===== src/rtl/timer2_pkg.sv =====
// Behaviour
// (RL1) count is a 16-bit up-counter built from software low and high bytes
// (RL2) ext select clear: prescaled system clock counts; set: pin falling edges
// (RL3) mode from run, rx/tx clock bits and capture/reload bit
// (RL4) counting only while run is set; clearing run stops every mode
// (RL5) capture mode with trigger enable: trigger fall copies count into pair
// (RL6) trigger enable clear: trigger pin ignored, no capture, reload or flag
// (RL7) capture/reload modes: wrap FFFF to 0000 sets overflow flag, requests irq
// (RL8) reload mode: overflow loads the reload pair into the counter
// (RL9) reload mode with trigger enable: trigger fall also reloads counter
// (RL10) either uart clock bit set forces reload behaviour, ignores select bit
// (RL11) baud mode: no overflow flag; overflows go out as uart shift ticks
// (RL12) rx and tx clock bits independently pick timer 2 or timer 1 ticks
// (RL13) baud mode internal clocking uses system clock divided by two only
// (RL14) uart bit time equals sixteen selected overflow ticks
// (RL15) baud mode with ext select counts pin falling edges
// (RL16) baud mode trigger fall with enable sets external event flag
// (RL17) outside baud, trigger-caused capture or reload sets external event flag
// (RL18) hardware never clears either flag; software clears by writing
// (RL19) overflow event offered as trigger to converter start logic
// (RL20) reload/capture pair: captured value or reload value, rw, resets zero
// (RL21) prescale bypass 0 picks clock/12, 1 undivided; ignored baud/ext count
// (RL22) count and trigger pins synchronised, one pulse per falling edge
// (RL23) software counter byte write wins over increment or reload
package timer2_pkg;

  ////////////////////////////////////////////////////////////////////////////
  // register addresses
  localparam logic [7:0] ADDR_CONTROL = 8'hC8;
  localparam logic [7:0] ADDR_RCAP_LOW = 8'hCA;
  localparam logic [7:0] ADDR_RCAP_HIGH = 8'hCB;
  localparam logic [7:0] ADDR_COUNT_LOW = 8'hCC;
  localparam logic [7:0] ADDR_COUNT_HIGH = 8'hCD;

  ////////////////////////////////////////////////////////////////////////////
  // reset values and counts
  localparam logic [7:0] CONTROL_RESET = 8'h00;
  localparam logic [15:0] COUNT_RESET = 16'h0000;
  localparam logic [15:0] RCAP_RESET = 16'h0000;
  localparam logic [15:0] COUNT_MAX = 16'hFFFF;
  localparam logic [15:0] COUNT_STEP = 16'h0001;
  localparam int PRESCALE_DIV = 12;
  localparam int BAUD_DIV = 2;
  localparam int BIT_TICKS = 16;

  ////////////////////////////////////////////////////////////////////////////
  // control register, msb first
  typedef struct packed {
    logic overflow_flag;
    logic ext_event_flag;
    logic rx_clock_source_sel;
    logic tx_clock_source_sel;
    logic ext_trigger_enable;
    logic run_control;
    logic ext_count_select;
    logic capture_reload_select;
  } control_s;

  typedef enum logic [3:0] {
    MODE_OFF = 4'h1,
    MODE_CAPTURE = 4'h2,
    MODE_RELOAD = 4'h4,
    MODE_BAUD = 4'h8
  } mode_e;

endpackage


===== src/rtl/pin_fall_detect.sv =====
`timescale 1ns/10ps
module pin_fall_detect (
  // clock and reset
  input wire logic i_ref_clk,
  input wire logic i_rst,
  // pin and event
  input wire logic i_pin,
  output logic o_fall
);
  logic meta_ff;
  logic sync_ff;
  logic last_ff;

  // first stage feeds only the second
  always_ff @(posedge i_ref_clk) begin
    if (i_rst) begin
      meta_ff <= 1'b1;
      sync_ff <= 1'b1;
      last_ff <= 1'b1;
    end else begin
      meta_ff <= i_pin;
      sync_ff <= meta_ff;
      last_ff <= sync_ff;
    end
  end

  assign o_fall = last_ff & ~sync_ff; // RL22

endmodule // pin_fall_detect


===== src/rtl/timer2_capture_reload_baud.sv =====
`timescale 1ns/10ps
module timer2_capture_reload_baud (
  // clock and reset
  input wire logic i_ref_clk,
  input wire logic i_rst,
  // register port
  input wire logic [7:0] i_sfr_addr,
  input wire logic i_sfr_wr,
  input wire logic i_sfr_rd,
  input wire logic [7:0] i_sfr_wdata,
  output logic [7:0] o_sfr_rdata,
  // clock control bit and pins
  input wire logic i_prescale_bypass,
  input wire logic i_ext_count_pin,
  input wire logic i_ext_trigger_pin,
  // timer 1 overflow, same clock
  input wire logic i_timer1_ovf,
  // events out
  output logic o_timer2_irq,
  output logic o_rx_shift_tick,
  output logic o_tx_shift_tick,
  output logic o_rx_bit_tick,
  output logic o_tx_bit_tick,
  output logic o_adc_start_trigger
);

  ////////////////////////////////////////////////////////////////////////////
  // state
  timer2_pkg::control_s ctrl_ff;
  timer2_pkg::control_s nxt_ctrl;
  timer2_pkg::mode_e mode;
  logic [15:0] count_ff;
  logic [15:0] nxt_count;
  logic [15:0] rcap_ff;
  logic [15:0] nxt_rcap;
  logic [3:0] div12_ff;
  logic div2_ff;
  logic [3:0] rx_bits_ff;
  logic [3:0] tx_bits_ff;
  logic ext_fall;
  logic trig_fall;
  logic baud;
  logic internal_tick;
  logic count_tick;
  logic ovf;
  logic trig;
  logic reload_now;
  logic rx_sel_tick;
  logic tx_sel_tick;
  logic ctrl_wr;
  logic lo_wr;
  logic hi_wr;
  logic rcap_lo_wr;
  logic rcap_hi_wr;

  assign ctrl_wr = i_sfr_wr && (i_sfr_addr == timer2_pkg::ADDR_CONTROL);
  assign lo_wr = i_sfr_wr && (i_sfr_addr == timer2_pkg::ADDR_COUNT_LOW);
  assign hi_wr = i_sfr_wr && (i_sfr_addr == timer2_pkg::ADDR_COUNT_HIGH);
  assign rcap_lo_wr = i_sfr_wr && (i_sfr_addr == timer2_pkg::ADDR_RCAP_LOW);
  assign rcap_hi_wr = i_sfr_wr && (i_sfr_addr == timer2_pkg::ADDR_RCAP_HIGH);

  ////////////////////////////////////////////////////////////////////////////
  // pins
  pin_fall_detect u_count_pin (
    .i_ref_clk(i_ref_clk),
    .i_rst(i_rst),
    .i_pin(i_ext_count_pin),
    .o_fall(ext_fall)
  );

  pin_fall_detect u_trigger_pin (
    .i_ref_clk(i_ref_clk),
    .i_rst(i_rst),
    .i_pin(i_ext_trigger_pin),
    .o_fall(trig_fall)
  );

  ////////////////////////////////////////////////////////////////////////////
  // mode decode
  assign baud = ctrl_ff.rx_clock_source_sel | ctrl_ff.tx_clock_source_sel;

  always_comb begin
    if (!ctrl_ff.run_control) begin
      mode = timer2_pkg::MODE_OFF; // RL3 RL4
    end else if (baud) begin
      mode = timer2_pkg::MODE_BAUD; // RL10
    end else if (ctrl_ff.capture_reload_select) begin
      mode = timer2_pkg::MODE_CAPTURE; // RL3
    end else begin
      mode = timer2_pkg::MODE_RELOAD; // RL3
    end
  end

  ////////////////////////////////////////////////////////////////////////////
  // prescalers, free running so the phase does not depend on mode
  always_ff @(posedge i_ref_clk) begin
    if (i_rst) begin
      div12_ff <= 4'h0;
    end else if (div12_ff == 4'(timer2_pkg::PRESCALE_DIV - 1)) begin
      div12_ff <= 4'h0;
    end else begin
      div12_ff <= div12_ff + 4'h1;
    end
  end

  always_ff @(posedge i_ref_clk) begin
    if (i_rst) begin
      div2_ff <= 1'b0;
    end else begin
      div2_ff <= ~div2_ff;
    end
  end

  always_comb begin
    if (baud) begin
      internal_tick = div2_ff; // RL13
    end else if (i_prescale_bypass) begin
      internal_tick = 1'b1; // RL21
    end else begin
      internal_tick =
        (div12_ff == 4'(timer2_pkg::PRESCALE_DIV - 1)); // RL21
    end
  end

  // RL2 RL15
  assign count_tick = (mode != timer2_pkg::MODE_OFF) &&
                      (ctrl_ff.ext_count_select ? ext_fall : internal_tick);
  assign ovf = count_tick && (count_ff == timer2_pkg::COUNT_MAX);
  // trigger only when enabled and running
  assign trig = trig_fall && ctrl_ff.ext_trigger_enable &&
                (mode != timer2_pkg::MODE_OFF); // RL6
  assign reload_now = (ovf && mode != timer2_pkg::MODE_CAPTURE) ||
                      (trig && mode == timer2_pkg::MODE_RELOAD); // RL8 RL9

  ////////////////////////////////////////////////////////////////////////////
  // counter
  always_comb begin
    nxt_count = count_ff;
    if (reload_now) begin
      nxt_count = rcap_ff; // RL8 RL10
    end else if (count_tick) begin
      nxt_count = count_ff + timer2_pkg::COUNT_STEP; // RL1
    end
    if (lo_wr) begin
      nxt_count[7:0] = i_sfr_wdata; // RL23
    end
    if (hi_wr) begin
      nxt_count[15:8] = i_sfr_wdata; // RL23
    end
  end

  always_ff @(posedge i_ref_clk) begin
    if (i_rst) begin
      count_ff <= timer2_pkg::COUNT_RESET;
    end else begin
      count_ff <= nxt_count;
    end
  end

  ////////////////////////////////////////////////////////////////////////////
  // reload/capture pair; a capture beats a same-cycle write
  always_comb begin
    nxt_rcap = rcap_ff;
    if (rcap_lo_wr) begin
      nxt_rcap[7:0] = i_sfr_wdata; // RL20
    end
    if (rcap_hi_wr) begin
      nxt_rcap[15:8] = i_sfr_wdata; // RL20
    end
    if (trig && mode == timer2_pkg::MODE_CAPTURE) begin
      nxt_rcap = count_ff; // RL5
    end
  end

  always_ff @(posedge i_ref_clk) begin
    if (i_rst) begin
      rcap_ff <= timer2_pkg::RCAP_RESET;
    end else begin
      rcap_ff <= nxt_rcap;
    end
  end

  ////////////////////////////////////////////////////////////////////////////
  // control and flags; hardware set wins over a software clear
  always_comb begin
    nxt_ctrl = ctrl_ff;
    if (ctrl_wr) begin
      nxt_ctrl = timer2_pkg::control_s'(i_sfr_wdata); // RL18
    end
    if (ovf && !baud) begin
      nxt_ctrl.overflow_flag = 1'b1; // RL7 RL11
    end
    if (trig) begin
      nxt_ctrl.ext_event_flag = 1'b1; // RL16 RL17
    end
  end

  always_ff @(posedge i_ref_clk) begin
    if (i_rst) begin
      ctrl_ff <= timer2_pkg::control_s'(timer2_pkg::CONTROL_RESET);
    end else begin
      ctrl_ff <= nxt_ctrl;
    end
  end

  always_ff @(posedge i_ref_clk) begin
    if (i_rst) begin
      o_timer2_irq <= 1'b0;
    end else begin
      o_timer2_irq <= nxt_ctrl.overflow_flag | nxt_ctrl.ext_event_flag; // RL7
    end
  end

  ////////////////////////////////////////////////////////////////////////////
  // uart and converter ticks
  assign rx_sel_tick = ctrl_ff.rx_clock_source_sel ?
                       (ovf && baud) : i_timer1_ovf; // RL12
  assign tx_sel_tick = ctrl_ff.tx_clock_source_sel ?
                       (ovf && baud) : i_timer1_ovf; // RL12

  always_ff @(posedge i_ref_clk) begin
    if (i_rst) begin
      o_rx_shift_tick <= 1'b0;
      o_tx_shift_tick <= 1'b0;
      o_adc_start_trigger <= 1'b0;
    end else begin
      o_rx_shift_tick <= rx_sel_tick; // RL11
      o_tx_shift_tick <= tx_sel_tick; // RL11
      o_adc_start_trigger <= ovf; // RL19
    end
  end

  // sixteen ticks per bit; divider is per direction so rx and tx may differ
  always_ff @(posedge i_ref_clk) begin
    if (i_rst) begin
      rx_bits_ff <= 4'h0;
      tx_bits_ff <= 4'h0;
      o_rx_bit_tick <= 1'b0;
      o_tx_bit_tick <= 1'b0;
    end else begin
      rx_bits_ff <= rx_bits_ff + {3'h0, rx_sel_tick};
      tx_bits_ff <= tx_bits_ff + {3'h0, tx_sel_tick};
      o_rx_bit_tick <= rx_sel_tick &&
        (rx_bits_ff == 4'(timer2_pkg::BIT_TICKS - 1)); // RL14
      o_tx_bit_tick <= tx_sel_tick &&
        (tx_bits_ff == 4'(timer2_pkg::BIT_TICKS - 1)); // RL14
    end
  end

  ////////////////////////////////////////////////////////////////////////////
  // register reads, one cycle after the strobe; unmapped reads zero
  always_ff @(posedge i_ref_clk) begin
    if (i_rst) begin
      o_sfr_rdata <= 8'h00;
    end else if (i_sfr_rd) begin
      unique case (i_sfr_addr)
        timer2_pkg::ADDR_CONTROL: o_sfr_rdata <= ctrl_ff;
        timer2_pkg::ADDR_RCAP_LOW: o_sfr_rdata <= rcap_ff[7:0];
        timer2_pkg::ADDR_RCAP_HIGH: o_sfr_rdata <= rcap_ff[15:8];
        timer2_pkg::ADDR_COUNT_LOW: o_sfr_rdata <= count_ff[7:0];
        timer2_pkg::ADDR_COUNT_HIGH: o_sfr_rdata <= count_ff[15:8];
        default: o_sfr_rdata <= 8'h00;
      endcase
    end else begin
      o_sfr_rdata <= 8'h00;
    end
  end
endmodule // timer2_capture_reload_baud


===== config.mk =====
export PLATFORM = sky130hd
export DESIGN_NAME = timer2_capture_reload_baud
export DESIGN_NICKNAME = d
export VERILOG_FILES = /design/src/rtl/timer2_pkg.sv /design/src/rtl/pin_fall_detect.sv /design/src/rtl/timer2_capture_reload_baud.sv
export SDC_FILE = /design/constraint.sdc
export NUM_CORES = 1
export LEC_CHECK = 0
export ABC_CLOCK_PERIOD_IN_PS = 4400
export BUFFER_PORTS_ARGS = -buffer_cell sky130_fd_sc_hd__buf_2
export CAP_MARGIN = 20
export CORE_AREA = 2 2 77 134
export DETAILED_ROUTE_END_ITERATION = 6
export DIE_AREA = 0 0 79 136
export MAX_ROUTING_LAYER = met4
export PLACE_DENSITY = 0.65
export RECOVER_POWER = 100
export SLEW_MARGIN = 0
export SYNTH_ARGS = -nofsm -noshare
export SYNTH_HDL_FRONTEND = slang
export SYNTH_SLANG_ARGS = --single-unit

===== constraint.sdc =====
create_clock -name i_ref_clk -period 4.4 [get_ports i_ref_clk]
set_clock_uncertainty 0.15 [all_clocks]
set_input_delay 0.44 -clock i_ref_clk [delete_from_list [all_inputs] [get_ports i_ref_clk]]
set_output_delay 0.44 -clock i_ref_clk [all_outputs]
set_load 0.01 [all_outputs]

# Yosys cells after proc, flatten, opt, wreduce, memory -nomap -nowiden
# Index checks and enable logic that the tools add are counted.
# Widths: inputs -> output; s select.
[op_classes]
add_sub_neg = 4
multipliers = 0
div = 0
magnitude_cmp = 0
n_eq_ne = 13
n_shift = 0
mux = 19
bitwise_logic = 8
reduce_logical = 24
[ops]
columns = ["op", "n"]
rows = [
  ["$mux 16", 3],
  ["$eq 8x8->1 const B", 5],
  ["$mux 8", 5],
  ["$pmux 8 s5", 1],
  ["$add 16x1->16 const B", 1],
  ["$eq 16x16->1 const B", 1],
  ["$logic_and 1x1->1", 16],
  ["$eq 4x4->1 const B", 3],
  ["$add 4x1->4", 2],
  ["$mux 4", 2],
  ["$mux 1", 7],
  ["$reduce_bool 3->1", 2],
  ["$add 4x1->4 const B", 1],
  ["$eq 4x2->1 const B", 1],
  ["$eq 4x3->1 const B", 1],
  ["$ne 4x1->1 const B", 1],
  ["$ne 4x2->1 const B", 1],
  ["$not 1->1", 4],
  ["$reduce_bool 2->1", 2],
  ["$reduce_or 2->1", 2],
  ["$mux 3", 1],
  ["$and 1x1->1", 2],
  ["$or 1x1->1", 2],
  ["$logic_not 1->1", 1],
  ["$logic_or 1x1->1", 1],
]
[totals]
ff_bits = 73
latchBits = 0
ramBits = 0
mem_bits_ro = 0
in_bits = 24
out_inout_bits = 14
wordCells = 97
memories = 0

# Logic depth before layout (Yosys ltp)
[logic_depth]
word_depth = 10
depth_mapped = 10
depth_no_buf = 10

# Cells and area by module
# A second synthesis with hierarchy kept.
[hier_totals]
cells_unflattened = 398
area_unflattened_um2 = 3679.8
[modules_own_cells]
columns = ["mod", "n_inst", "cells_each", "area_per_inst_um2", "seq_area_each_um2"]
rows = [
  ["timer2_capture_reload_baud", 1, 384, 3509.6, 1341.3],
  ["pin_fall_detect", 2, 7, 85.1, 60.1],
]

# Least setup slack after synthesis
# OpenSTA, ideal clock, no wires.
[synth_timing]
path_kind = "register to register"
startpoint = "reg count_ff[1]"
endpoint = "reg rx_bits_ff[1]"
setup_time_ns = 0.127
arrival_ns = 2.413
t_required_ns = 4.123
path_slack_ns = 1.709
stages_incl_launch_ff = 10
n_path_buf = 0
period_less_slack_ns = 2.691
path_cell_list = "dfxtp_1 ha_1 nand3_1 or4_4 nor4_1 mux2i_1 inv_1 ha_1 ha_1 nor2b_1"
[synth_via]
elab_chain_cells = 5
[synth_lines]
columns = ["item", "line_no", "text"]
rows = [
  ["start: declaration", "timer2_capture_reload_baud.sv:32", "logic [15:0] count_ff;"],
  ["start signal: assignment", "timer2_capture_reload_baud.sv:154", "count_ff <= timer2_pkg::COUNT_RESET;"],
  ["start signal: assignment", "timer2_capture_reload_baud.sv:156", "count_ff <= nxt_count;"],
  ["$eq 16x16->1", "timer2_capture_reload_baud.sv:128", "assign ovf = count_tick && (count_ff == timer2_pkg::COUNT_MAX);"],
  ["$logic_and 1x1->1", "timer2_capture_reload_baud.sv:128", ""],
  ["$logic_and 1x1->1", "timer2_capture_reload_baud.sv:217", "(ovf && baud) : i_timer1_ovf;"],
  ["$mux 1", "timer2_capture_reload_baud.sv:216", "assign rx_sel_tick = ctrl_ff.rx_clock_source_sel ?"],
  ["named net rx_sel_tick", "timer2_capture_reload_baud.sv:48", "logic rx_sel_tick;"],
  ["$add 4x1->4", "timer2_capture_reload_baud.sv:241", "rx_bits_ff <= rx_bits_ff + {3'h0, rx_sel_tick};"],
  ["end signal: assignment", "timer2_capture_reload_baud.sv:241", ""],
  ["end: declaration", "timer2_capture_reload_baud.sv:38", "logic [3:0] rx_bits_ff;"],
]
# The timed path passes the listed nets, and every way through them passes these cells.
# A chain may end at the register's enable or synchronous reset.

# Worst setup path in the final report
[layout_timing]
startpoint = "reg count_ff[2]"
endpoint = "reg rx_bits_ff[1]"
# Same word-level chain as after synthesis.

==> results_dict.tcl <==
set metrics [dict create \
    cp-end-kind "flip-flop" \
    ys.flop_type "dfxtp_1" \
    overflow 0 \
    dieArea_um2 10700 \
    initialDrtViolationCount 386 \
    globalplace.congestion 0.988 \
    tightest_slew_ns 1.54 \
    crit_type "flip-flop to flip-flop" \
    seq_area_um2 1460 \
    areaGrowthSynthToFinish_pct 14.1 \
    ir_drop_mv 0.239 \
    antenna_found_initial 0 \
    first_pass_iters 5 \
    post_drt_wl_per_cell_um 20.4 \
    setup_violations 0 \
    ys_seq_area_share_pct 38.8 \
    cp_cell_sequence "nand4_4 -> or4_1 -> nor4_1 -> mux2i_1 -> inv_1 -> ha_1 -> ha_1 -> nor2b_1" \
    netlist_instances 441 \
    critical-path-max-stage-delay_ns 0.63 \
    layoutNonFillerInstCount 591 \
    crit_buf_inv 1 \
    synth_edf_count 0 \
    crit_start "count_ff[2]" \
    start_util_pct 38.7 \
    slew_headroom_pct -2.95 \
    drv_cap 1 \
    hold_buffers 0 \
    die_x_um 79 \
    synth_top_cell_area_share_pct 38.8 \
    synthArstFlopShare_pct 0 \
    die_y_um 136 \
    synthTopCellsByArea "dfxtp_1 39%, mux2i_1 5.3%, nor2_1 4.0%, a31oi_1 3.8%, nand2_1 3.4%" \
    synth_seq_cells 73 \
    path_max_fanout 9 \
    hold_start "i_ext_count_pin" \
    yosys.area.top_type "dfxtp_1" \
    placed_cells 575 \
    ys_warn_count 0 \
    num_io_pins 38 \
    fin_tns_setup_ns 0 \
    cts_tree "done" \
    path_common_cell "ha_1" \
    violations "max-capacitance violations, max-slew violations" \
    cpLargestDelayFamily "simple AND/OR/NAND/NOR gates" \
    rows 48 \
    r2r_start "count_ff[2]" \
    synth_most_common_cell "dfxtp_1" \
    critPathLaunchType "flip-flop" \
    io_buffers 37 \
    ys_types 49 \
    rsz0062_at_grt "false" \
    grt_pass1_wl_um 18900 \
    viasPerCell 6.24 \
    drt_wl_total_um 12100 \
    grt_max_degree 35 \
    syn_nets 471 \
    slowest_stage "or4_1" \
    ant_nets 0 \
    drive_gt1_share_pct 11.6 \
    cts.root.buffer_cell "clkbuf_16" \
    grt_usage_pct 23.7 \
    finalCritPeriodShare_pct 71.8 \
    min_period_ns 3.16 \
    cts_max_level 3 \
    cts_buffer_depth 2 \
    hold_viol 0 \
    post_cts_buffers 0 \
    dpl.hpwl_um 8540 \
    fin_area_um2 4300 \
    num_vias 3685 \
    cts.sinks 73 \
    fillers 995 \
    final_nets 491 \
    cts_buffers 9 \
    clock_latency_ns 0.35 \
    max_freq_mhz 316 \
    first_global_vias 3656 \
    drc_errors 0 \
    synth_area_per_cell_um2 8.55 \
    post_cts_resized 0 \
    core_area_um2 9730 \
    outcome "complete, but fails checks" \
    antenna_cells 0 \
    cp.required_ns 4.47 \
    post-route-util_pct 44.2 \
    post_dp_cell_area_um2 4030 \
    p_per_area_nw_per_um2 351 \
    netlist_area_um2 3770 \
    leakagePower_nw 1.60 \
    clk_pin_slew_worst_paths_ns 0.06 \
    yosys-top-cells-count "73 x dfxtp_1, 40 x nor2_1, 34 x nand2_1" \
    multi_input_area_um2 2110 \
    hp-class "primary input to flip-flop" \
    cp.arrival_ns 3.23 \
    slew_viol_final 35 \
]
[cells in the final DEF (no fill, tap or decap), drive strengths merged, types with 12 or more instances in the layout]
master / n
buf: 27
a22oi: 16
o32ai: 15
nand2: 34
nor4: 12
a21oi: 16
nand3: 20
dfxtp: 73
mux2i: 20
a31oi: 23
xor2: 12
nor2: 40
nor3: 19
clkbuf: 30
[routing by layer]
metal | vias to the layer above | share of wire (%) | GRT usage, %
li1 | 1683 | - | -
met1 | 1748 | 36 | 25.1
met2 | 192 | 51 | 39.5
met3 | 62 | 6.2 | 4.85
met4 | 0 | 6.7 | 15.8
met5 | - | 0 | -
[power by group]
| group | total [mW] | leakage (nW) | switching [mW] | internal, mW |
|---|---|---|---|---|
| Clock | 0.771 | 0.151 | 0.287 | 0.484 |
| Sequential | 0.678 | 0.591 | 0.00623 | 0.672 |
| Combinational | 0.0613 | 0.858 | 0.0383 | 0.0230 |
| Total | 1.51 | 1.60 | 0.331 | 1.18 |
[flip-flops by register name, indices dropped and copies added (netlist names), 4 cells and up]
signal / cells
rcap_ff: 16
count_ff: 16
div12_ff: 4
ctrl_ff: 8
o_sfr_rdata: 8
tx_bits_ff: 4
rx_bits_ff: 4
[final cells by class]
| type | instances | area share (%) |
|---|---|---|
| timing repair buffer | 45 | 5.24 |
| tap | 125 | 3.64 |
| inverter | 7 | 0.611 |
| clock buffer | 12 | 6.20 |
| sequential | 73 | 34.0 |
| clock inverter | 4 | 1.16 |
| multi-input combinational | 325 | 49.2 |
[kinds of logic after synthesis]
family	synth area share (%)
adder cells (fa/ha/maj)	1.99
XOR/XNOR	4.41
flip-flops	38.8
AO/OA/AOI/OAI	18.3
multiplexers	5.31
buffers and inverters	4.88
AND/OR/NAND/NOR	26.4
[per-stage QoR]
step           worst slack [ns]  power (mW)  hold slack (ns)
3_3_place_gp               1.35       0.751            0.245
4_1_cts                    1.26        1.51            0.129
3_5_place_dp               1.29       0.754            0.246
6_report                   1.24        1.51            0.129
5_1_grt                   0.901        1.55            0.134
2_1_floorplan              1.71       0.726            0.239
[worst register-to-register path: cells and delay by family, from the launching register on]
kind / cells / cell delay (ns)
muxes: 1 / 0.25
and+or+nand+nor: 4 / 1.59
adders and majority gates: 2 / 0.40
buffers and inverters: 1 / 0.11
DFF: 1 / 0.55
[path summary, 6_finish.rpt]
path	endpoint	slack (ns)	depth (start not counted)
worst min-delay path	u_count_pin.meta_ff	0.13	2
worst min register to register	u_trigger_pin.sync_ff	0.26	1
worst max register to register	rx_bits_ff[1]	1.24	8
worst max-delay path	rx_bits_ff[1]	1.24	8
(Power assumes the default switching activity.)
